## config.mk

```make
export PLATFORM = sky130hd
export DESIGN_NAME = gcr_global_config_register0
export DESIGN_NICKNAME = d
export VERILOG_FILES = /design/src/gcr_pkg.sv /design/src/gcr_global_config_register0.sv
export SDC_FILE = /design/constraint.sdc
export NUM_CORES = 1
export LEC_CHECK = 0
export BUFFER_PORTS_ARGS = -buffer_cell sky130_fd_sc_hd__buf_2
export CAP_MARGIN = 20
export CORE_AREA = 2 2 89 91
export DETAILED_ROUTE_END_ITERATION = 16
export DIE_AREA = 0 0 91 93
export GPL_TIMING_DRIVEN = 0
export PLACE_DENSITY = 0.76
export SLEW_MARGIN = 20
export SYNTH_ARGS = -nofsm -noshare
export SYNTH_HDL_FRONTEND = slang
export SYNTH_SLANG_ARGS = --single-unit
```

## constraint.sdc

```tcl
create_clock -name core_clk -period 2.9 [get_ports core_clk]
set_input_delay 0.145 -clock core_clk [delete_from_list [all_inputs] [get_ports core_clk]]
set_output_delay 0.145 -clock core_clk [all_outputs]
set_load 0.005 [all_outputs]
```

## src/gcr_pkg.sv

```systemverilog
// Package with the map, field layout and reset values of config register 0.
package gcr_pkg;

   localparam logic [11:0] SEC_CFG0_OFFSET = 12'h000;
   localparam logic [11:0] NSEC_CFG0_OFFSET = 12'h004;
   localparam logic [11:0] STATUS_OFFSET = 12'h008;
   localparam int ADDR_BITS = 12;

   // Secure bank fields.
   localparam int TRANSIENT_LSB = 6;
   localparam int CFG_FAULT_IRQ_BIT = 5;
   localparam int CFG_FAULT_ABORT_BIT = 4;
   localparam int EXT_ID_BIT = 3;
   localparam int GLOBAL_IRQ_BIT = 2;
   localparam int GLOBAL_ABORT_BIT = 1;
   localparam int CLIENT_PD_BIT = 0;

   // Non-secure bank fields.
   localparam int WIDE_VM_TAG_BIT = 31;
   localparam int HYP_SEL_BIT = 30;
   localparam int WRITE_ALLOC_LSB = 26;
   localparam int READ_ALLOC_LSB = 24;
   localparam int SHARE_LSB = 22;
   localparam int MULTI_MATCH_BIT = 21;
   localparam int MEMTYPE_OVR_BIT = 20;
   localparam int MEM_ATTR_LSB = 16;
   localparam int BARRIER_LSB = 14;
   localparam int FORCE_BCAST_BIT = 13;
   localparam int PRIVATE_TLB_BIT = 12;

   // Status register fields.
   localparam int TLB_MAINT_PEND_BIT = 0;

   // Reset values; undefined fields are given zero.
   localparam logic [1:0] HINT_RESET = 2'h0;
   localparam logic FLAG_RESET = 1'h0;
   localparam logic CLIENT_PD_RESET = 1'h1;
   localparam logic [3:0] MEM_ATTR_RESET = 4'h0;

   localparam logic [1:0] HTRANS_NONSEQ = 2'h2;

   typedef struct packed {
      logic [1:0] transientHint;
      logic [1:0] writeAllocHint;
      logic [1:0] readAllocHint;
      logic [1:0] shareAttr;
      logic memTypeOverride;
      logic [3:0] bypass_mem_attr;
      logic [1:0] barrierUpgrade;
   } gcr_bypass_t;

   typedef struct packed {
      logic clientPortDisable;
      logic extStreamIdEn;
      logic wideVmIdEn;
      logic hypCtxSelect;
      logic forceBroadcastMaint;
      logic privateTlbMaint;
      logic multiMatchFaultCfg;
   } gcr_ctrl_t;

   typedef struct packed {
      logic globalFault;
      logic configFault;
      logic multiMatch;
      logic exclusive;
   } gcr_event_t;

   typedef struct packed {
      logic globalFaultIrq;
      logic configFaultIrq;
      logic abortResp;
      logic exclusiveFail;
      logic matchConflictFault;
      logic matchBypass;
   } gcr_resp_t;

endpackage : gcr_pkg
```

## src/gcr_global_config_register0.sv

```systemverilog
// Global configuration register 0, both security banks, on AHB-Lite.
`timescale 1ns/100ps

module gcr_global_config_register0 #(
   parameter bit TRANSIENT_PRESENT = 1'b1,
   parameter bit CFG_FAULTS_SUPPORTED = 1'b1,
   parameter bit EXT_ID_SUPPORTED = 1'b1,
   parameter bit STREAM_MATCH_SUPPORTED = 1'b1,
   parameter bit WIDE_VM_ID_SUPPORTED = 1'b1,
   parameter bit HOST_EXT_SUPPORTED = 1'b1,
   parameter bit WRITE_ALLOC_SUPPORTED = 1'b1,
   parameter bit READ_ALLOC_SUPPORTED = 1'b1,
   parameter bit SHARE_SUPPORTED = 1'b1,
   parameter bit MULTI_MATCH_CONFIGURABLE = 1'b1,
   parameter bit MULTI_MATCH_FIXED_VALUE = 1'b0,
   parameter bit BARRIER_UPGRADE_SUPPORTED = 1'b1,
   parameter bit BROADCAST_TLB_SUPPORTED = 1'b1,
   parameter bit PRIVATE_TLB_SUPPORTED = 1'b1
) (
   input wire logic core_clk,
   input wire logic rst,
   input wire logic hsel,
   input wire logic [31:0] haddr,
   input wire logic [1:0] htrans,
   input wire logic hwrite,
   input wire logic [2:0] hsize,
   input wire logic [31:0] hwdata,
   input wire logic hready,
   output logic hreadyout,
   output logic hresp,
   output logic [31:0] hrdata,
   input wire gcr_pkg::gcr_event_t faultEvt,
   input wire logic tlbMaintDone,
   output gcr_pkg::gcr_resp_t faultResp,
   output gcr_pkg::gcr_bypass_t bypassAttr,
   output gcr_pkg::gcr_ctrl_t ctrl
);

   ////////////////////////////////////////////////////////////////////////////

   typedef enum logic [3:0] {
      ST_IDLE = 4'b0001,
      ST_WRITE = 4'b0010,
      ST_RDWAIT = 4'b0100,
      ST_RDOUT = 4'b1000
   } gcr_bus_state_t;

   gcr_bus_state_t state_q;
   gcr_bus_state_t state_d;
   logic [gcr_pkg::ADDR_BITS-1:0] addr_q;
   logic [31:0] hrdata_q;
   logic accept;
   logic writeNow;
   logic [31:0] readMux;
   logic [31:0] secRead;
   logic [31:0] nsecRead;
   logic [31:0] statRead;
   logic secWr;
   logic nsecWr;

   logic [1:0] transient_q;
   logic cfgIrqEn_q;
   logic cfgAbortEn_q;
   logic extIdEn_q;
   logic glbIrqEn_q;
   logic glbAbortEn_q;
   logic client_port_disable_q;
   logic wideVmId_q;
   logic hypSel_q;
   logic [1:0] writeAlloc_q;
   logic [1:0] readAlloc_q;
   logic [1:0] share_q;
   logic multiMatch_q;
   logic memTypeOvr_q;
   logic [3:0] bypass_mem_attr_q;
   logic [1:0] barrier_q;
   logic forceBcast_q;
   logic privTlb_q;
   logic tlbPend_q;
   gcr_pkg::gcr_resp_t resp_q;

   ////////////////////////////////////////////////////////////////////////////
   // Bus slave. Reads take one wait state so that a read right after a write
   // sees the written value from a registered data path.

   assign accept = hsel && hready && htrans == gcr_pkg::HTRANS_NONSEQ;

   always_comb begin
      state_d = state_q;
      unique case (state_q)
         ST_IDLE, ST_WRITE, ST_RDOUT: begin
            if (accept && hwrite) begin
               state_d = ST_WRITE;
            end else if (accept) begin
               state_d = ST_RDWAIT;
            end else begin
               state_d = ST_IDLE;
            end
         end
         ST_RDWAIT: begin
            state_d = ST_RDOUT;
         end
         default: begin
            state_d = ST_IDLE;
         end
      endcase
   end

   always_ff @(posedge core_clk) begin
      if (rst) begin
         state_q <= ST_IDLE;
      end else begin
         state_q <= state_d;
      end
   end

   always_ff @(posedge core_clk) begin
      if (rst) begin
         addr_q <= '0;
      end else if (accept) begin
         addr_q <= haddr[gcr_pkg::ADDR_BITS-1:0];
      end
   end

   assign hreadyout = state_q != ST_RDWAIT;
   assign hresp = 1'b0;
   assign hrdata = hrdata_q;
   assign writeNow = state_q == ST_WRITE;
   assign secWr = writeNow && addr_q == gcr_pkg::SEC_CFG0_OFFSET;
   assign nsecWr = writeNow && addr_q == gcr_pkg::NSEC_CFG0_OFFSET;

   always_comb begin
      secRead = '0;
      secRead[gcr_pkg::TRANSIENT_LSB +: 2] = transient_q;
      secRead[gcr_pkg::CFG_FAULT_IRQ_BIT] = cfgIrqEn_q;
      secRead[gcr_pkg::CFG_FAULT_ABORT_BIT] = cfgAbortEn_q;
      secRead[gcr_pkg::EXT_ID_BIT] = extIdEn_q;
      secRead[gcr_pkg::GLOBAL_IRQ_BIT] = glbIrqEn_q;
      secRead[gcr_pkg::GLOBAL_ABORT_BIT] = glbAbortEn_q;
      secRead[gcr_pkg::CLIENT_PD_BIT] = client_port_disable_q;
      nsecRead = '0;
      nsecRead[gcr_pkg::WIDE_VM_TAG_BIT] = wideVmId_q;
      nsecRead[gcr_pkg::HYP_SEL_BIT] = hypSel_q;
      nsecRead[gcr_pkg::WRITE_ALLOC_LSB +: 2] = writeAlloc_q;
      nsecRead[gcr_pkg::READ_ALLOC_LSB +: 2] = readAlloc_q;
      nsecRead[gcr_pkg::SHARE_LSB +: 2] = share_q;
      nsecRead[gcr_pkg::MULTI_MATCH_BIT] = multiMatch_q;
      nsecRead[gcr_pkg::MEMTYPE_OVR_BIT] = memTypeOvr_q;
      nsecRead[gcr_pkg::MEM_ATTR_LSB +: 4] = bypass_mem_attr_q;
      nsecRead[gcr_pkg::BARRIER_LSB +: 2] = barrier_q;
      nsecRead[gcr_pkg::FORCE_BCAST_BIT] = forceBcast_q;
      nsecRead[gcr_pkg::PRIVATE_TLB_BIT] = privTlb_q;
      statRead = '0;
      statRead[gcr_pkg::TLB_MAINT_PEND_BIT] = tlbPend_q;
   end

   always_comb begin
      unique case (addr_q)
         gcr_pkg::SEC_CFG0_OFFSET: readMux = secRead;
         gcr_pkg::NSEC_CFG0_OFFSET: readMux = nsecRead;
         gcr_pkg::STATUS_OFFSET: readMux = statRead;
         default: readMux = '0;
      endcase
   end

   always_ff @(posedge core_clk) begin
      if (rst) begin
         hrdata_q <= '0;
      end else if (state_q == ST_RDWAIT) begin
         hrdata_q <= readMux;
      end
   end

   ////////////////////////////////////////////////////////////////////////////
   // Secure bank, bits 7 down to 0. Absent features are held at zero so
   // that they read as zero and writes never reach them.

   always_ff @(posedge core_clk) begin
      if (rst) begin
         transient_q <= gcr_pkg::HINT_RESET;
      end else if (secWr && TRANSIENT_PRESENT) begin
         transient_q <= hwdata[gcr_pkg::TRANSIENT_LSB +: 2];
      end
   end

   always_ff @(posedge core_clk) begin
      if (rst) begin
         cfgIrqEn_q <= gcr_pkg::FLAG_RESET;
         cfgAbortEn_q <= gcr_pkg::FLAG_RESET;
      end else if (secWr && CFG_FAULTS_SUPPORTED) begin
         cfgIrqEn_q <= hwdata[gcr_pkg::CFG_FAULT_IRQ_BIT];
         cfgAbortEn_q <= hwdata[gcr_pkg::CFG_FAULT_ABORT_BIT];
      end
   end

   // Software must quiesce the match groups before flipping this bit; the
   // hardware takes the write as given and does not check them.
   always_ff @(posedge core_clk) begin
      if (rst) begin
         extIdEn_q <= gcr_pkg::FLAG_RESET;
      end else if (secWr && EXT_ID_SUPPORTED && STREAM_MATCH_SUPPORTED) begin
         extIdEn_q <= hwdata[gcr_pkg::EXT_ID_BIT];
      end
   end

   always_ff @(posedge core_clk) begin
      if (rst) begin
         glbIrqEn_q <= gcr_pkg::FLAG_RESET;
         glbAbortEn_q <= gcr_pkg::FLAG_RESET;
         client_port_disable_q <= gcr_pkg::CLIENT_PD_RESET;
      end else if (secWr) begin
         glbIrqEn_q <= hwdata[gcr_pkg::GLOBAL_IRQ_BIT];
         glbAbortEn_q <= hwdata[gcr_pkg::GLOBAL_ABORT_BIT];
         client_port_disable_q <= hwdata[gcr_pkg::CLIENT_PD_BIT];
      end
   end

   ////////////////////////////////////////////////////////////////////////////
   // Non-secure bank, bits 31 down to 12.

   always_ff @(posedge core_clk) begin
      if (rst) begin
         wideVmId_q <= gcr_pkg::FLAG_RESET;
      end else if (nsecWr && WIDE_VM_ID_SUPPORTED) begin
         wideVmId_q <= hwdata[gcr_pkg::WIDE_VM_TAG_BIT];
      end
   end

   always_ff @(posedge core_clk) begin
      if (rst) begin
         hypSel_q <= gcr_pkg::FLAG_RESET;
      end else if (nsecWr && HOST_EXT_SUPPORTED) begin
         hypSel_q <= hwdata[gcr_pkg::HYP_SEL_BIT];
      end
   end

   // A change of context selection leaves stale TLB entries behind; the
   // pending flag shows it until maintenance is reported done. Set wins.
   always_ff @(posedge core_clk) begin
      if (rst) begin
         tlbPend_q <= 1'b0;
      end else if (nsecWr && HOST_EXT_SUPPORTED
                   && hwdata[gcr_pkg::HYP_SEL_BIT] != hypSel_q) begin
         tlbPend_q <= 1'b1;
      end else if (tlbMaintDone) begin
         tlbPend_q <= 1'b0;
      end
   end

   always_ff @(posedge core_clk) begin
      if (rst) begin
         writeAlloc_q <= gcr_pkg::HINT_RESET;
      end else if (nsecWr && WRITE_ALLOC_SUPPORTED) begin
         writeAlloc_q <= hwdata[gcr_pkg::WRITE_ALLOC_LSB +: 2];
      end
   end

   always_ff @(posedge core_clk) begin
      if (rst) begin
         readAlloc_q <= gcr_pkg::HINT_RESET;
      end else if (nsecWr && READ_ALLOC_SUPPORTED) begin
         readAlloc_q <= hwdata[gcr_pkg::READ_ALLOC_LSB +: 2];
      end
   end

   always_ff @(posedge core_clk) begin
      if (rst) begin
         share_q <= gcr_pkg::HINT_RESET;
      end else if (nsecWr && SHARE_SUPPORTED) begin
         share_q <= hwdata[gcr_pkg::SHARE_LSB +: 2];
      end
   end

   always_ff @(posedge core_clk) begin
      if (rst) begin
         multiMatch_q <= MULTI_MATCH_CONFIGURABLE ? gcr_pkg::FLAG_RESET
                                                  : MULTI_MATCH_FIXED_VALUE;
      end else if (nsecWr && MULTI_MATCH_CONFIGURABLE) begin
         multiMatch_q <= hwdata[gcr_pkg::MULTI_MATCH_BIT];
      end
   end

   always_ff @(posedge core_clk) begin
      if (rst) begin
         memTypeOvr_q <= gcr_pkg::FLAG_RESET;
         bypass_mem_attr_q <= gcr_pkg::MEM_ATTR_RESET;
         forceBcast_q <= gcr_pkg::FLAG_RESET;
      end else if (nsecWr) begin
         memTypeOvr_q <= hwdata[gcr_pkg::MEMTYPE_OVR_BIT];
         bypass_mem_attr_q <= hwdata[gcr_pkg::MEM_ATTR_LSB +: 4];
         forceBcast_q <= hwdata[gcr_pkg::FORCE_BCAST_BIT];
      end
   end

   always_ff @(posedge core_clk) begin
      if (rst) begin
         barrier_q <= gcr_pkg::HINT_RESET;
      end else if (nsecWr && BARRIER_UPGRADE_SUPPORTED) begin
         barrier_q <= hwdata[gcr_pkg::BARRIER_LSB +: 2];
      end
   end

   // Without broadcast maintenance the TLBs are private anyway, so the hint
   // reads one; with it but no private mode, the hint reads zero.
   always_ff @(posedge core_clk) begin
      if (rst) begin
         privTlb_q <= !BROADCAST_TLB_SUPPORTED;
      end else if (nsecWr && BROADCAST_TLB_SUPPORTED
                   && PRIVATE_TLB_SUPPORTED) begin
         privTlb_q <= hwdata[gcr_pkg::PRIVATE_TLB_BIT];
      end
   end

   ////////////////////////////////////////////////////////////////////////////
   // Fault handling driven by the enables; responses are registered pulses.

   always_ff @(posedge core_clk) begin
      if (rst) begin
         resp_q <= '0;
      end else begin
         resp_q.globalFaultIrq <= faultEvt.globalFault && glbIrqEn_q;
         resp_q.configFaultIrq <= faultEvt.configFault && cfgIrqEn_q;
         resp_q.abortResp <= (faultEvt.globalFault && glbAbortEn_q)
                             || (faultEvt.configFault && cfgAbortEn_q);
         resp_q.exclusiveFail <= faultEvt.globalFault && faultEvt.exclusive
                                 && !glbAbortEn_q;
         resp_q.matchConflictFault <= faultEvt.multiMatch && multiMatch_q;
         resp_q.matchBypass <= faultEvt.multiMatch && !multiMatch_q;
      end
   end

   assign faultResp = resp_q;

   always_ff @(posedge core_clk) begin
      if (rst) begin
         bypassAttr <= '0;
         ctrl <= '0;
      end else begin
         bypassAttr.transientHint <= transient_q;
         bypassAttr.writeAllocHint <= writeAlloc_q;
         bypassAttr.readAllocHint <= readAlloc_q;
         bypassAttr.shareAttr <= share_q;
         bypassAttr.memTypeOverride <= memTypeOvr_q;
         bypassAttr.bypass_mem_attr <= memTypeOvr_q ? bypass_mem_attr_q : 4'h0;
         bypassAttr.barrierUpgrade <= barrier_q;
         ctrl.clientPortDisable <= client_port_disable_q;
         ctrl.extStreamIdEn <= extIdEn_q;
         ctrl.wideVmIdEn <= wideVmId_q;
         ctrl.hypCtxSelect <= hypSel_q;
         ctrl.forceBroadcastMaint <= forceBcast_q;
         ctrl.privateTlbMaint <= privTlb_q;
         ctrl.multiMatchFaultCfg <= multiMatch_q;
      end
   end

endmodule : gcr_global_config_register0

```

Yosys cells after proc, flatten, opt, wreduce, memory -nomap -nowiden --
Cells that the tools add are included.
Operators by class: reductions and logical operators 21, muxes and demuxes 6, eq/ne operators 9, bitwise operators 1
Operators with widths (count):
- 32-bit one-hot mux with 3 select lines | 1
- 1-bit logical AND | 14
- 12-bit by 3-bit == test with 1-bit output (second input constant) | 1
- 12-bit by 4-bit == test with 1-bit output (second input constant) | 1
- 12-bit zero test | 1
- 4-bit one-hot mux with 2 select lines | 1
- 4-bit by 1-bit == test with 1-bit output (second input constant) | 1
- 4-bit by 2-bit == test with 1-bit output (second input constant) | 1
- 4-bit by 3-bit == test with 1-bit output (second input constant) | 1
- 4-bit == test (second input constant) | 1
- 4-bit two-way mux | 1
- 4-bit by 3-bit inequality test with 1-bit output (second input constant) | 1
- 3-bit two-way mux | 1
- 3-bit OR reduction | 1
- 2-bit == test (second input constant) | 1
- 1-bit zero test | 2
- 1-bit two-way mux | 2
- 2-bit nonzero test | 1
- 2-bit OR reduction | 1
- 1-bit logical OR | 1
- 1-bit inequality test | 1
- 1-bit inverter | 1
Storage, ports and cells: output and inout bits 62, word-level logic and storage cells 79, input port bits 79, bits in registers 103

Depth between registers and ports, before layout --
Gate-level depths: netlist (run 1).
depth after elaboration 5, depth in mapped cells 6, depth with buffers taken out 3

Worst setup path before layout (run 1) --
Ideal clock, no wire load.
kind reg2reg, from register addr_q[11] (netlist name), to register hypSel_q, slack 0.758 ns, data required time 2.779 ns, buffers on the path 2, data arrival time 2.020 ns, stages on the path, launching flop included 6, period minus slack after synthesis 2.142 ns, library setup time 0.121 ns, path through dfxtp_1 > or4_4 > buf_6 > nor4_4 > buf_8 > mux2_4
On the way: longest elaborated chain between the ends 2
Ends and longest elaborated chain:
- from (decl) | line gcr_global_config_register0.sv:50 | logic [gcr_pkg::ADDR_BITS-1:0] addr_q;
- from (signal assigned) | line gcr_global_config_register0.sv:121 | addr_q <= haddr[gcr_pkg::ADDR_BITS-1:0];
- 12-bit by 3-bit == test with 1-bit output | line gcr_global_config_register0.sv:130 | assign nsecWr = writeNow && addr_q == gcr_pkg::NSEC_CFG0_OFFSET;
- 1-bit logical AND | line gcr_global_config_register0.sv:130
- to (signal assigned) | line gcr_global_config_register0.sv:231 | hypSel_q <= gcr_pkg::FLAG_RESET;
- to (signal assigned) | line gcr_global_config_register0.sv:233 | hypSel_q <= hwdata[gcr_pkg::HYP_SEL_BIT];
- to (decl) | line gcr_global_config_register0.sv:69 | logic hypSel_q;
No other way between the ends. A chain may end at the register's enable or synchronous reset.

Worst setup path after layout (run 1) --
from register addr_q[7] (netlist name), to register wideVmId_q
On the way: longest elaborated chain between the ends 2
Ends and longest elaborated chain:
- 12-bit by 3-bit == test with 1-bit output | line gcr_global_config_register0.sv:130
- 1-bit logical AND | line gcr_global_config_register0.sv:130
- to (signal assigned) | line gcr_global_config_register0.sv:223 | wideVmId_q <= gcr_pkg::FLAG_RESET;
- to (signal assigned) | line gcr_global_config_register0.sv:225 | wideVmId_q <= hwdata[gcr_pkg::WIDE_VM_TAG_BIT];
- to (decl) | line gcr_global_config_register0.sv:68 | logic wideVmId_q;
No other way between the ends.

==> qor.csv, run 1 <==
stage;metric;value;unit
synthesis;largest area contributor in the netlist;dfxtp_1;
sta;Fin Clk Skew;10.4;ps
power;maximum vdd drop;0.000288;V
outcome;status;completed;
min_path;Hold EP;faultResp[4]$_SDFF_PP0_;
setup_path;crit path capture type;flip-flop;
power;Logic pwr share;5.2;%
place;Final HPWL DP;5.53;mm
cells_and_area;nets;509;
setup_path;critical path class;flip-flop to flip-flop;
cells_and_area;area growth from synthesis to layout;25.9;%
sta;Slew @ Worst Pin;890;ps
setup_path;reg2reg end;wideVmId_q$_SDFFE_PP0P_;
floorplanning;Chip Height;93;um
power;clock share of power;39.4;%
synthesis;mapped cell area;3470;sq um
clock_tree;Worst-Skew Late Latency;360;ps
floorplanning;Starting Density;46.1;%
global_route;Tot GR Track Use;18.8;%
cells_and_area;layout cells sized above 1;35.9;%
power;NetSw;534;uW
setup_path;Critical Path AT;2640;ps
detailed_routing;Routed Antenna Nets;0;
sta;Final WS setup;523;ps
place;input/output buffers;104;
synthesis;ys async rst share;0;%
clock_tree;CTS tree;done;
power;Seq pwr share;55.4;%
setup_path;critical path data required time;3160;ps
place;Placer Congestion;0.805;
sta;Highest Clock Rate;0.421;GHz
floorplanning;die area;8460;sq um
clock_tree;# resized after CTS;0;
global_route;GRT overflow;0;
setup_path;slowest CP cell;nor4_4;
min_path;Min-Delay Path Class;input pin to flip-flop;
clock_tree;Clock Path Buffers;2;
synthesis;Seq cells post-synth;97;
clock_tree;H-Tree Depth;3;
synthesis;top cells by area, synth;dfxtp_1 56%, a32o_1 7.2%, nor2b_1 6.7%, mux2_2 3.9%, mux2i_1 2.9%;
detailed_routing;DRT iter0 DRCs;86;
power;Cell Int Power;1.88;mW
sta;Final setup viols;0;
floorplanning;Core Region;7530;sq um
floorplanning;# rows;32;
clock_tree;clk root buf;clkbuf_8;
place;pre-CTS setup slack;474;ps
detailed_routing;Initial DRT Pass Iterations;4;
synthesis;Synth warnings;0;
cells_and_area;Post-Route Utilization;58.0;%
sta;Slew Viols, Final;0;
sta;Final min period;2380;ps
sta;Slew headroom;40.2;%
floorplanning;die width;91;um
power;Pleak;1.92;nW
cells_and_area;ANT cells;0;
sta;Final Cycle Share;82.0;%
detailed_routing;DR vias/cell;4.91;
synthesis;top_reg_cell synth;dfxtp_1;
sta;unrepaired setup endpoints after global routing;no;
setup_path;Cell Chain, Critical Path;or4_1, buf_2, nor4_4, buf_8, mux2_4;
clock_tree;Clock transition at path regs;90;ps
power;PD cells;554;nW/um^2
detailed_routing;# DRC;0;
power;switch share;22.1;%
global_route;number of global-route vias before repair;2593;
min_path;Hold Startpoint;faultEvt[2];
sta;final hold vios;0;
sta;worst hold slack;13.9;ps
power;Overall Power;2.42;mW
setup_path;reg2reg start;addr_q[7]$_SDFFE_PP0N_;
global_route;first-pass GRT wire length;12.4;mm
setup_path;Worst Reg2Reg Path Length in Cells;5;
sta;setup TNS;0;ps
synthesis;sequential-to-total area share from yosys stat;55.9;%
setup_path;reg-to-reg slack, setup;520;ps
global_route;largest net degree at the start of global routing;17;
setup_path;startpoint types;flip-flop;
min_path;Min-Delay Path Depth;3;
global_route;initial antenna violation count;0;
synthesis;share of the synthesized area in the top cell type;55.9;%
synthesis;Netlist cell types;39;
clock_tree;CTS Buf Count;9;
floorplanning;boundary pin count;141;
synthesis;Avg Synthesized Cell Area;11.3;sq um
detailed_routing;WL/cell;14.0;um
setup_path;CP max FO;10;
clock_tree;CTS Sinks;97;
job;Max-Cap Viols;0;
setup_path;CP max stage delay;720;ps
detailed_routing;DR vias;2638;
synthesis;cell count after synthesis;308;
detailed_routing;drt total wl;7.50;mm
synthesis;Post-synth EDFFs;0;
-- cells by family (layout without fill, tap and decap cells) --
family,after synthesis,in the layout,synth area share (%)
AOI/OAI and AO/OA,42,42,10.1
other,1,7,0.108
DFF,97,97,55.9
buffers and inverters,29,150,4.54
and+or+nand+nor,110,110,19.9
muxes,27,27,8.94
xor gates and xnor gates,2,2,0.505
-- cell usage in the layout, fill, tap and decap left out, drive strengths merged, types with 2 or more instances in the layout --
master / Yosys / final
bufinv: 0 / 2
nor2: 9 / 9
and3b: 2 / 2
nand2: 24 / 24
mux2i: 10 / 10
mux2: 17 / 17
a32o: 25 / 25
nor3: 2 / 2
dfxtp: 97 / 97
nor3b: 3 / 3
nand2b: 16 / 16
clkbuf: 14 / 24
buf: 13 / 117
conb: 1 / 7
nor2b: 37 / 37
nor4: 3 / 3
inv: 2 / 3
or4b: 3 / 3
and2: 4 / 4
or4: 3 / 3
clkinv: 0 / 2
a21oi: 12 / 12
-- metal layers --
layer  global-route usage [%]  part of all wire, %
met2                     30.2                   45
met1                     23.9                   47
met5                        0                    0
met4                     7.95                  2.3
met3                     5.00                  5.8
-- per-stage QoR --
stage,std cells,cell area [sq um]
3_3_place_gp,520,4140
4_1_cts,537,4370
3_5_place_dp,520,4140
6_report,537,4370
2_1_floorplan,314,3490
5_1_grt,537,4370
-- power by group through the flow --
stage                     sequential, mW  combinational (mW)  clock, mW
final                               1.34               0.126      0.952
after global routing                1.34               0.140       1.03
after CTS                           1.34               0.126      0.968
after detailed placement            1.37               0.125          0
after global placement              1.37               0.124          0
after floorplan                     1.37              0.0680          0
-- what timing repair did --
action,4_1_cts,5_1_grt
hold buffers,1,0
setup buffers,0,0
endpoints found under the hold margin,2,0
-- cells in the mapped netlist (5+ instances only) --
master    number
nand2b_1      16
clkbuf_1      14
nand2_1       24
mux2_4         5
mux2i_1       10
dfxtp_1       97
nor2b_1       37
mux2_2        12
a32o_1        25
a21oi_1       12
buf_4          7
nor2_1         9
-- critical path: cells and delay by family (launching register included) --
kind / cells / cell delay (ps)
flops: 1 / 320
simple gates: 2 / 1220
buf+inv: 2 / 440
mux: 1 / 310
-- cell type report --
type                    instances  area [sq um]
fillers                       734          3160
flip-flops and latches         97          1940
multi-input cells             188          1390
repair buffers                105           531
plain buffers                  27           150
clock buffers                  10           128
well taps                     102           128
clock inverters                 6          90.1
inverters                       2          7.51
-- worst max-delay path by stage --
| stage | from | endpoint | slack (ps) |
|---|---|---|---|
| after floorplan | addr_q[11]$_SDFFE_PP0N_ | hypSel_q$_SDFFE_PP0P_ | 760 |
| after global placement | addr_q[7]$_SDFFE_PP0N_ | wideVmId_q$_SDFFE_PP0P_ | 490 |
| after detailed placement | addr_q[7]$_SDFFE_PP0N_ | readAlloc_q[0]$_SDFFE_PP0P_ | 470 |
| after CTS | addr_q[7]$_SDFFE_PP0N_ | readAlloc_q[0]$_SDFFE_PP0P_ | 460 |
| after global routing | addr_q[7]$_SDFFE_PP0N_ | hrdata[20]$_SDFFE_PP0N_ | 390 |
| final | addr_q[7]$_SDFFE_PP0N_ | wideVmId_q$_SDFFE_PP0P_ | 520 |
-- registers in the layout (all words and copies together), names as in the netlist, 2 cells and up --
register           flops
addr_q                12
readAlloc_q            2
bypass_mem_attr_q      4
share_q                2
hrdata                26
ctrl                   7
writeAlloc_q           2
bypassAttr            15
faultResp              6
barrier_q              2
state_q                4
transient_q            2
Note: power is estimated with default switching activity, not from simulation.
==> run 2: changes to the inputs <==
--- a/config.mk
+++ b/config.mk
@@ -7,11 +7,11 @@
 export LEC_CHECK = 0
 export BUFFER_PORTS_ARGS = -buffer_cell sky130_fd_sc_hd__buf_2
 export CAP_MARGIN = 20
-export CORE_AREA = 2 2 89 91
+export CORE_AREA = 2 2 93 95
 export DETAILED_ROUTE_END_ITERATION = 16
-export DIE_AREA = 0 0 91 93
+export DIE_AREA = 0 0 95 97
 export GPL_TIMING_DRIVEN = 0
-export PLACE_DENSITY = 0.76
+export PLACE_DENSITY = 0.73
 export SLEW_MARGIN = 20
 export SYNTH_ARGS = -nofsm -noshare
 export SYNTH_HDL_FRONTEND = slang
==> constraint.sdc (replaced) <==
create_clock -name core_clk -period 2.05 [get_ports core_clk]
set_input_delay 0.1025 -clock core_clk [delete_from_list [all_inputs] [get_ports core_clk]]
set_output_delay 0.1025 -clock core_clk [all_outputs]
set_load 0.005 [all_outputs]
==> qor.csv, run 2 (synthesized netlist as in run 1, its figures left out) <==
stage;metric;value;unit
outcome;status;completed;
min_path;Min-Delay Path Depth;3;
sta;Slew headroom;59.6;%
sta;Final Cycle Share;96.4;%
cells_and_area;final-layout fill cell count;715;
floorplanning;die area;9220;sq um
place;input/output buffers;104;
min_path;Min-Delay Path Class;input pin to flip-flop;
global_route;number of global-route vias before repair;2662;
power;maximum vdd drop;0.000303;V
cells_and_area;layout cells sized above 1;37.7;%
job;Max-Cap Viols;0;
cells_and_area;nets;539;
setup_path;crit path capture type;flip-flop;
cells_and_area;post-route cell area;4680;sq um
clock_tree;CTS Buf Count;9;
floorplanning;Chip Height;97;um
detailed_routing;DRT iter0 DRCs;71;
setup_path;critical path class;flip-flop to flip-flop;
place;placed insts;523;
place;pre-CTS setup slack;-398;ps
cells_and_area;ANT cells;0;
power;Pleak;2.08;nW
detailed_routing;# DRC;0;
clock_tree;H-Tree Depth;3;
floorplanning;Core Region;8130;sq um
sta;Slew @ Worst Pin;604;ps
global_route;largest net degree at the start of global routing;16;
detailed_routing;Routed Antenna Nets;0;
sta;unrepaired setup endpoints after global routing;no;
setup_path;critical path data required time;2290;ps
power;Overall Power;3.44;mW
cells_and_area;Post-Layout Cell Count;569;
floorplanning;die width;95;um
clock_tree;CTS tree;done;
cells_and_area;Post-Route Utilization;57.6;%
cells_and_area;most frequent cells in the layout;106 x buf_2, 95 x dfxtp_1, 37 x nor2b_1, 25 x a32o_1, 24 x nand2_1;
place;Placer Congestion;0.753;
sta;final hold vios;0;
floorplanning;Starting Density;42.7;%
sta;Highest Clock Rate;0.506;GHz
sta;worst hold slack;14.0;ps
global_route;GRT overflow;0;
clock_tree;Clock transition at path regs;90;ps
clock_tree;clk root buf;clkbuf_8;
detailed_routing;Initial DRT Pass Iterations;4;
setup_path;reg2reg start;addr_q[4]$_SDFFE_PP0N_;
detailed_routing;drt total wl;7.93;mm
setup_path;Critical Path AT;2220;ps
place;Final HPWL DP;5.60;mm
power;PD cells;734;nW/um^2
setup_path;startpoint types;flip-flop;
sta;Final setup viols;0;
floorplanning;boundary pin count;141;
place;Placement Cell Area;4150;sq um
cells_and_area;max reg flops;26;
setup_path;reg-to-reg slack, setup;70;ps
setup_path;Worst Reg2Reg Path Length in Cells;4;
detailed_routing;DR vias/cell;4.75;
global_route;first-pass GRT wire length;12.5;mm
setup_path;CP max FO;4;
floorplanning;# rows;33;
sta;Final min period;1980;ps
clock_tree;Clock Path Buffers;2;
sta;setup TNS;0;ps
detailed_routing;DR vias;2704;
clock_tree;Worst-Skew Late Latency;350;ps
sta;Fin Clk Skew;9.05;ps
setup_path;Critical path origin;addr_q[4]$_SDFFE_PP0N_;
setup_path;reg2reg end;writeAlloc_q[1]$_SDFFE_PP0P_;
sta;Final WS setup;74.1;ps
clock_tree;CTS Sinks;97;
global_route;initial antenna violation count;0;
detailed_routing;WL/cell;13.9;um
global_route;Tot GR Track Use;17.4;%
sta;Slew Viols, Final;0;
cells_and_area;most common cell after layout, fill and taps aside;buf_2;
cells_and_area;area growth from synthesis to layout;35.0;%
setup_path;CP endpoint;writeAlloc_q[1]$_SDFFE_PP0P_;
run 2: cell types whose count changed in the layout (fill, tap and decap cells not counted), sizes merged:
cell	change
buf	+14
clkinvlp	+1
dlygate4sd3	+19
inv	-1
clkbuf	-3
clkinv	-1
run 2: cell type report:
| cell class | instances | area, sq um | share of cell area, % |
|---|---|---|---|
| multi-input cells | 188 | 1410 | 30.2 |
| plain buffers | 25 | 146 | 3.12 |
| clock inverters | 5 | 80.1 | 1.71 |
| inverters | 2 | 7.51 | 0.160 |
| clock buffers | 10 | 138 | 2.94 |
| repair buffers | 137 | 822 | 17.5 |
| well taps | 105 | 131 | 2.80 |
| flip-flops and latches | 97 | 1950 | 41.6 |
run 2: worst min path at each step:
stage | startpoint | to | slack [ps]
2_1_floorplan | hwrite | state_q[2]$_SDFF_PP0_ | 170
3_3_place_gp | hwrite | state_q[2]$_SDFF_PP0_ | 280
3_5_place_dp | hwrite | state_q[2]$_SDFF_PP0_ | 280
4_1_cts | hwdata[17] | bypass_mem_attr_q[1]$_SDFFE_PP0P_ | 0.9
5_1_grt | hwdata[19] | bypass_mem_attr_q[3]$_SDFFE_PP0P_ | 10
6_report | hwdata[17] | bypass_mem_attr_q[1]$_SDFFE_PP0P_ | 10
run 2: power by group:
part           switching, mW  internal [mW]
sequential           0.00514           1.89
clock                  0.618          0.712
combinational          0.101          0.113
run 2: critical path: stages, from the launching register on:
cell and delay (ps):
dfxtp_1 320, or4_4 570, nor4_4 420, buf_4 220, mux2_2 340
run 2: what timing repair did:
action | in CTS | in global routing
cloned | 0 | 0
endpoints found under the hold margin | 21 | 0
endpoints found under the setup margin | 45 | 38
setup buffers | 8 | 5
resized for setup | 4 | 12
pin swaps | 3 | 2
hold buffers | 20 | 0
run 2: per-layer routing:
| metal | GRT usage [%] | wire length (um) | vias up |
|---|---|---|---|
| li1 | - | - | 1360 |
| met1 | 21.2 | 3600 | 1252 |
| met2 | 30.3 | 3790 | 85 |
| met3 | 3.89 | 464 | 7 |
| met4 | 5.35 | 70 | 0 |
| met5 | 0 | 0 | - |
==> run 3: changes to the inputs <==
--- a/config.mk
+++ b/config.mk
@@ -11,6 +11,7 @@
 export DETAILED_ROUTE_END_ITERATION = 16
 export DIE_AREA = 0 0 95 97
 export GPL_TIMING_DRIVEN = 0
+export HOLD_SLACK_MARGIN = 0.05
 export PLACE_DENSITY = 0.73
 export SLEW_MARGIN = 20
 export SYNTH_ARGS = -nofsm -noshare
==> qor.csv, run 3 (synthesized netlist as in run 1, its figures left out) <==
stage;metric;value;unit
outcome;status;completed;
global_route;largest net degree at the start of global routing;16;
sta;Fin Clk Skew;9.83;ps
power;Pleak;2.11;nW
cells_and_area;layout cells sized above 1;37.2;%
cells_and_area;most common cell after layout, fill and taps aside;buf_2;
place;Placement Cell Area;4150;sq um
sta;Final setup viols;0;
min_path;Min-Delay Path Depth;3;
cells_and_area;ANT cells;0;
job;Max-Cap Viols;0;
place;input/output buffers;104;
sta;Final Cycle Share;96.0;%
detailed_routing;WL/cell;13.9;um
sta;Final WS setup;81.7;ps
setup_path;critical path class;flip-flop to flip-flop;
cells_and_area;Post-Layout Cell Count;576;
setup_path;crit path capture type;flip-flop;
clock_tree;CTS Sinks;97;
global_route;Tot GR Track Use;17.6;%
clock_tree;Clock transition at path regs;90;ps
cells_and_area;max reg flops;26;
detailed_routing;Initial DRT Pass Iterations;4;
sta;setup TNS;0;ps
sta;unrepaired setup endpoints after global routing;no;
clock_tree;CTS tree;done;
global_route;number of global-route vias before repair;2693;
cells_and_area;area growth from synthesis to layout;37.0;%
floorplanning;die area;9220;sq um
power;Overall Power;3.45;mW
detailed_routing;# DRC;0;
floorplanning;Core Region;8130;sq um
detailed_routing;Routed Antenna Nets;0;
min_path;Min-Delay Path Class;input pin to flip-flop;
sta;Highest Clock Rate;0.508;GHz
global_route;initial antenna violation count;0;
setup_path;startpoint types;flip-flop;
place;Placer Congestion;0.753;
cells_and_area;nets;546;
sta;Slew Viols, Final;0;
place;Final HPWL DP;5.60;mm
setup_path;Critical Path AT;2210;ps
clock_tree;clk root buf;clkbuf_8;
floorplanning;die width;95;um
sta;final hold vios;0;
power;PD cells;725;nW/um^2
floorplanning;Chip Height;97;um
global_route;first-pass GRT wire length;12.6;mm
cells_and_area;final-layout fill cell count;707;
detailed_routing;DRT iter0 DRCs;82;
sta;Slew @ Worst Pin;608;ps
sta;Slew headroom;59.4;%
sta;Final min period;1970;ps
floorplanning;Starting Density;42.7;%
floorplanning;boundary pin count;141;
setup_path;critical path data required time;2290;ps
cells_and_area;most frequent cells in the layout;106 x buf_2, 95 x dfxtp_1, 37 x nor2b_1, 27 x dlygate4sd3_1, 25 x a32o_1;
setup_path;Worst Reg2Reg Path Length in Cells;4;
detailed_routing;DR vias;2734;
place;placed insts;523;
clock_tree;Worst-Skew Late Latency;350;ps
cells_and_area;post-route cell area;4750;sq um
detailed_routing;drt total wl;8.01;mm
power;maximum vdd drop;0.000301;V
global_route;GRT overflow;0;
detailed_routing;DR vias/cell;4.75;
clock_tree;CTS Buf Count;9;
setup_path;CP max FO;4;
place;pre-CTS setup slack;-398;ps
clock_tree;Clock Path Buffers;2;
floorplanning;# rows;33;
clock_tree;H-Tree Depth;3;
## run 3: cell count changes in the layout (fill, tap and decap cells not counted)
cell,before,now
dlygate4sd3_1,20,27
## run 3: final timing paths
| check | start | endpoint | slack, ps |
|---|---|---|---|
| worst max-delay path | addr_q[4]$_SDFFE_PP0N_ | writeAlloc_q[1]$_SDFFE_PP0P_ | 80 |
| worst min-delay path | tlbMaintDone | tlbPend_q$_SDFFE_PP0P_ | 90 |
| worst max register to register | addr_q[4]$_SDFFE_PP0N_ | writeAlloc_q[1]$_SDFFE_PP0P_ | 80 |
| worst min register to register | addr_q[10]$_SDFFE_PP0N_ | addr_q[10]$_SDFFE_PP0N_ | 460 |
## run 3: through the flow
stage	hold WS, ps	utilization (%)
detailed placement	278	51.0
finish	85.8	58.5
floorplan	175	-
global placement	276	51.0
CTS	68.2	57.9
global route	79.7	58.5
## run 3: cell type report
class	count	area [sq um]	share of cell area, %
Sequential cell	97	1950	40.9
Multi-Input combinational cell	188	1410	29.7
Timing Repair Buffer	144	892	18.8
Buffer	25	146	3.08
Clock buffer	10	138	2.89
Tap cell	105	131	2.76
Clock inverter	5	80.1	1.68
Inverter	2	7.51	0.158
## run 3: per-layer routing
layer | track usage (%) | part of all wire, %
met1 | 21.3 | 45
met2 | 30.8 | 48
met3 | 3.82 | 5.7
met4 | 5.35 | 0.84
met5 | 0 | 0
## run 3: timing repair
| item | in CTS | in global routing |
|---|---|---|
| endpoints found under the hold margin | 29 | 0 |
| buffers inserted | 8 | 5 |
| hold buffers | 27 | 0 |
| setup endpoints to repair | 45 | 38 |
| pin swaps | 3 | 2 |
| resized for setup | 4 | 12 |
## run 3: where the power goes
part / internal (mW) / switching (mW)
Combinational: 0.121 / 0.103
Sequential: 1.89 / 0.00511
Clock: 0.711 / 0.616
## run 3: worst max-delay path, stage by stage (launching register included)
cell and delay, ps:
dfxtp_1 320, or4_4 570, nor4_4 420, buf_4 220, mux2_2 340
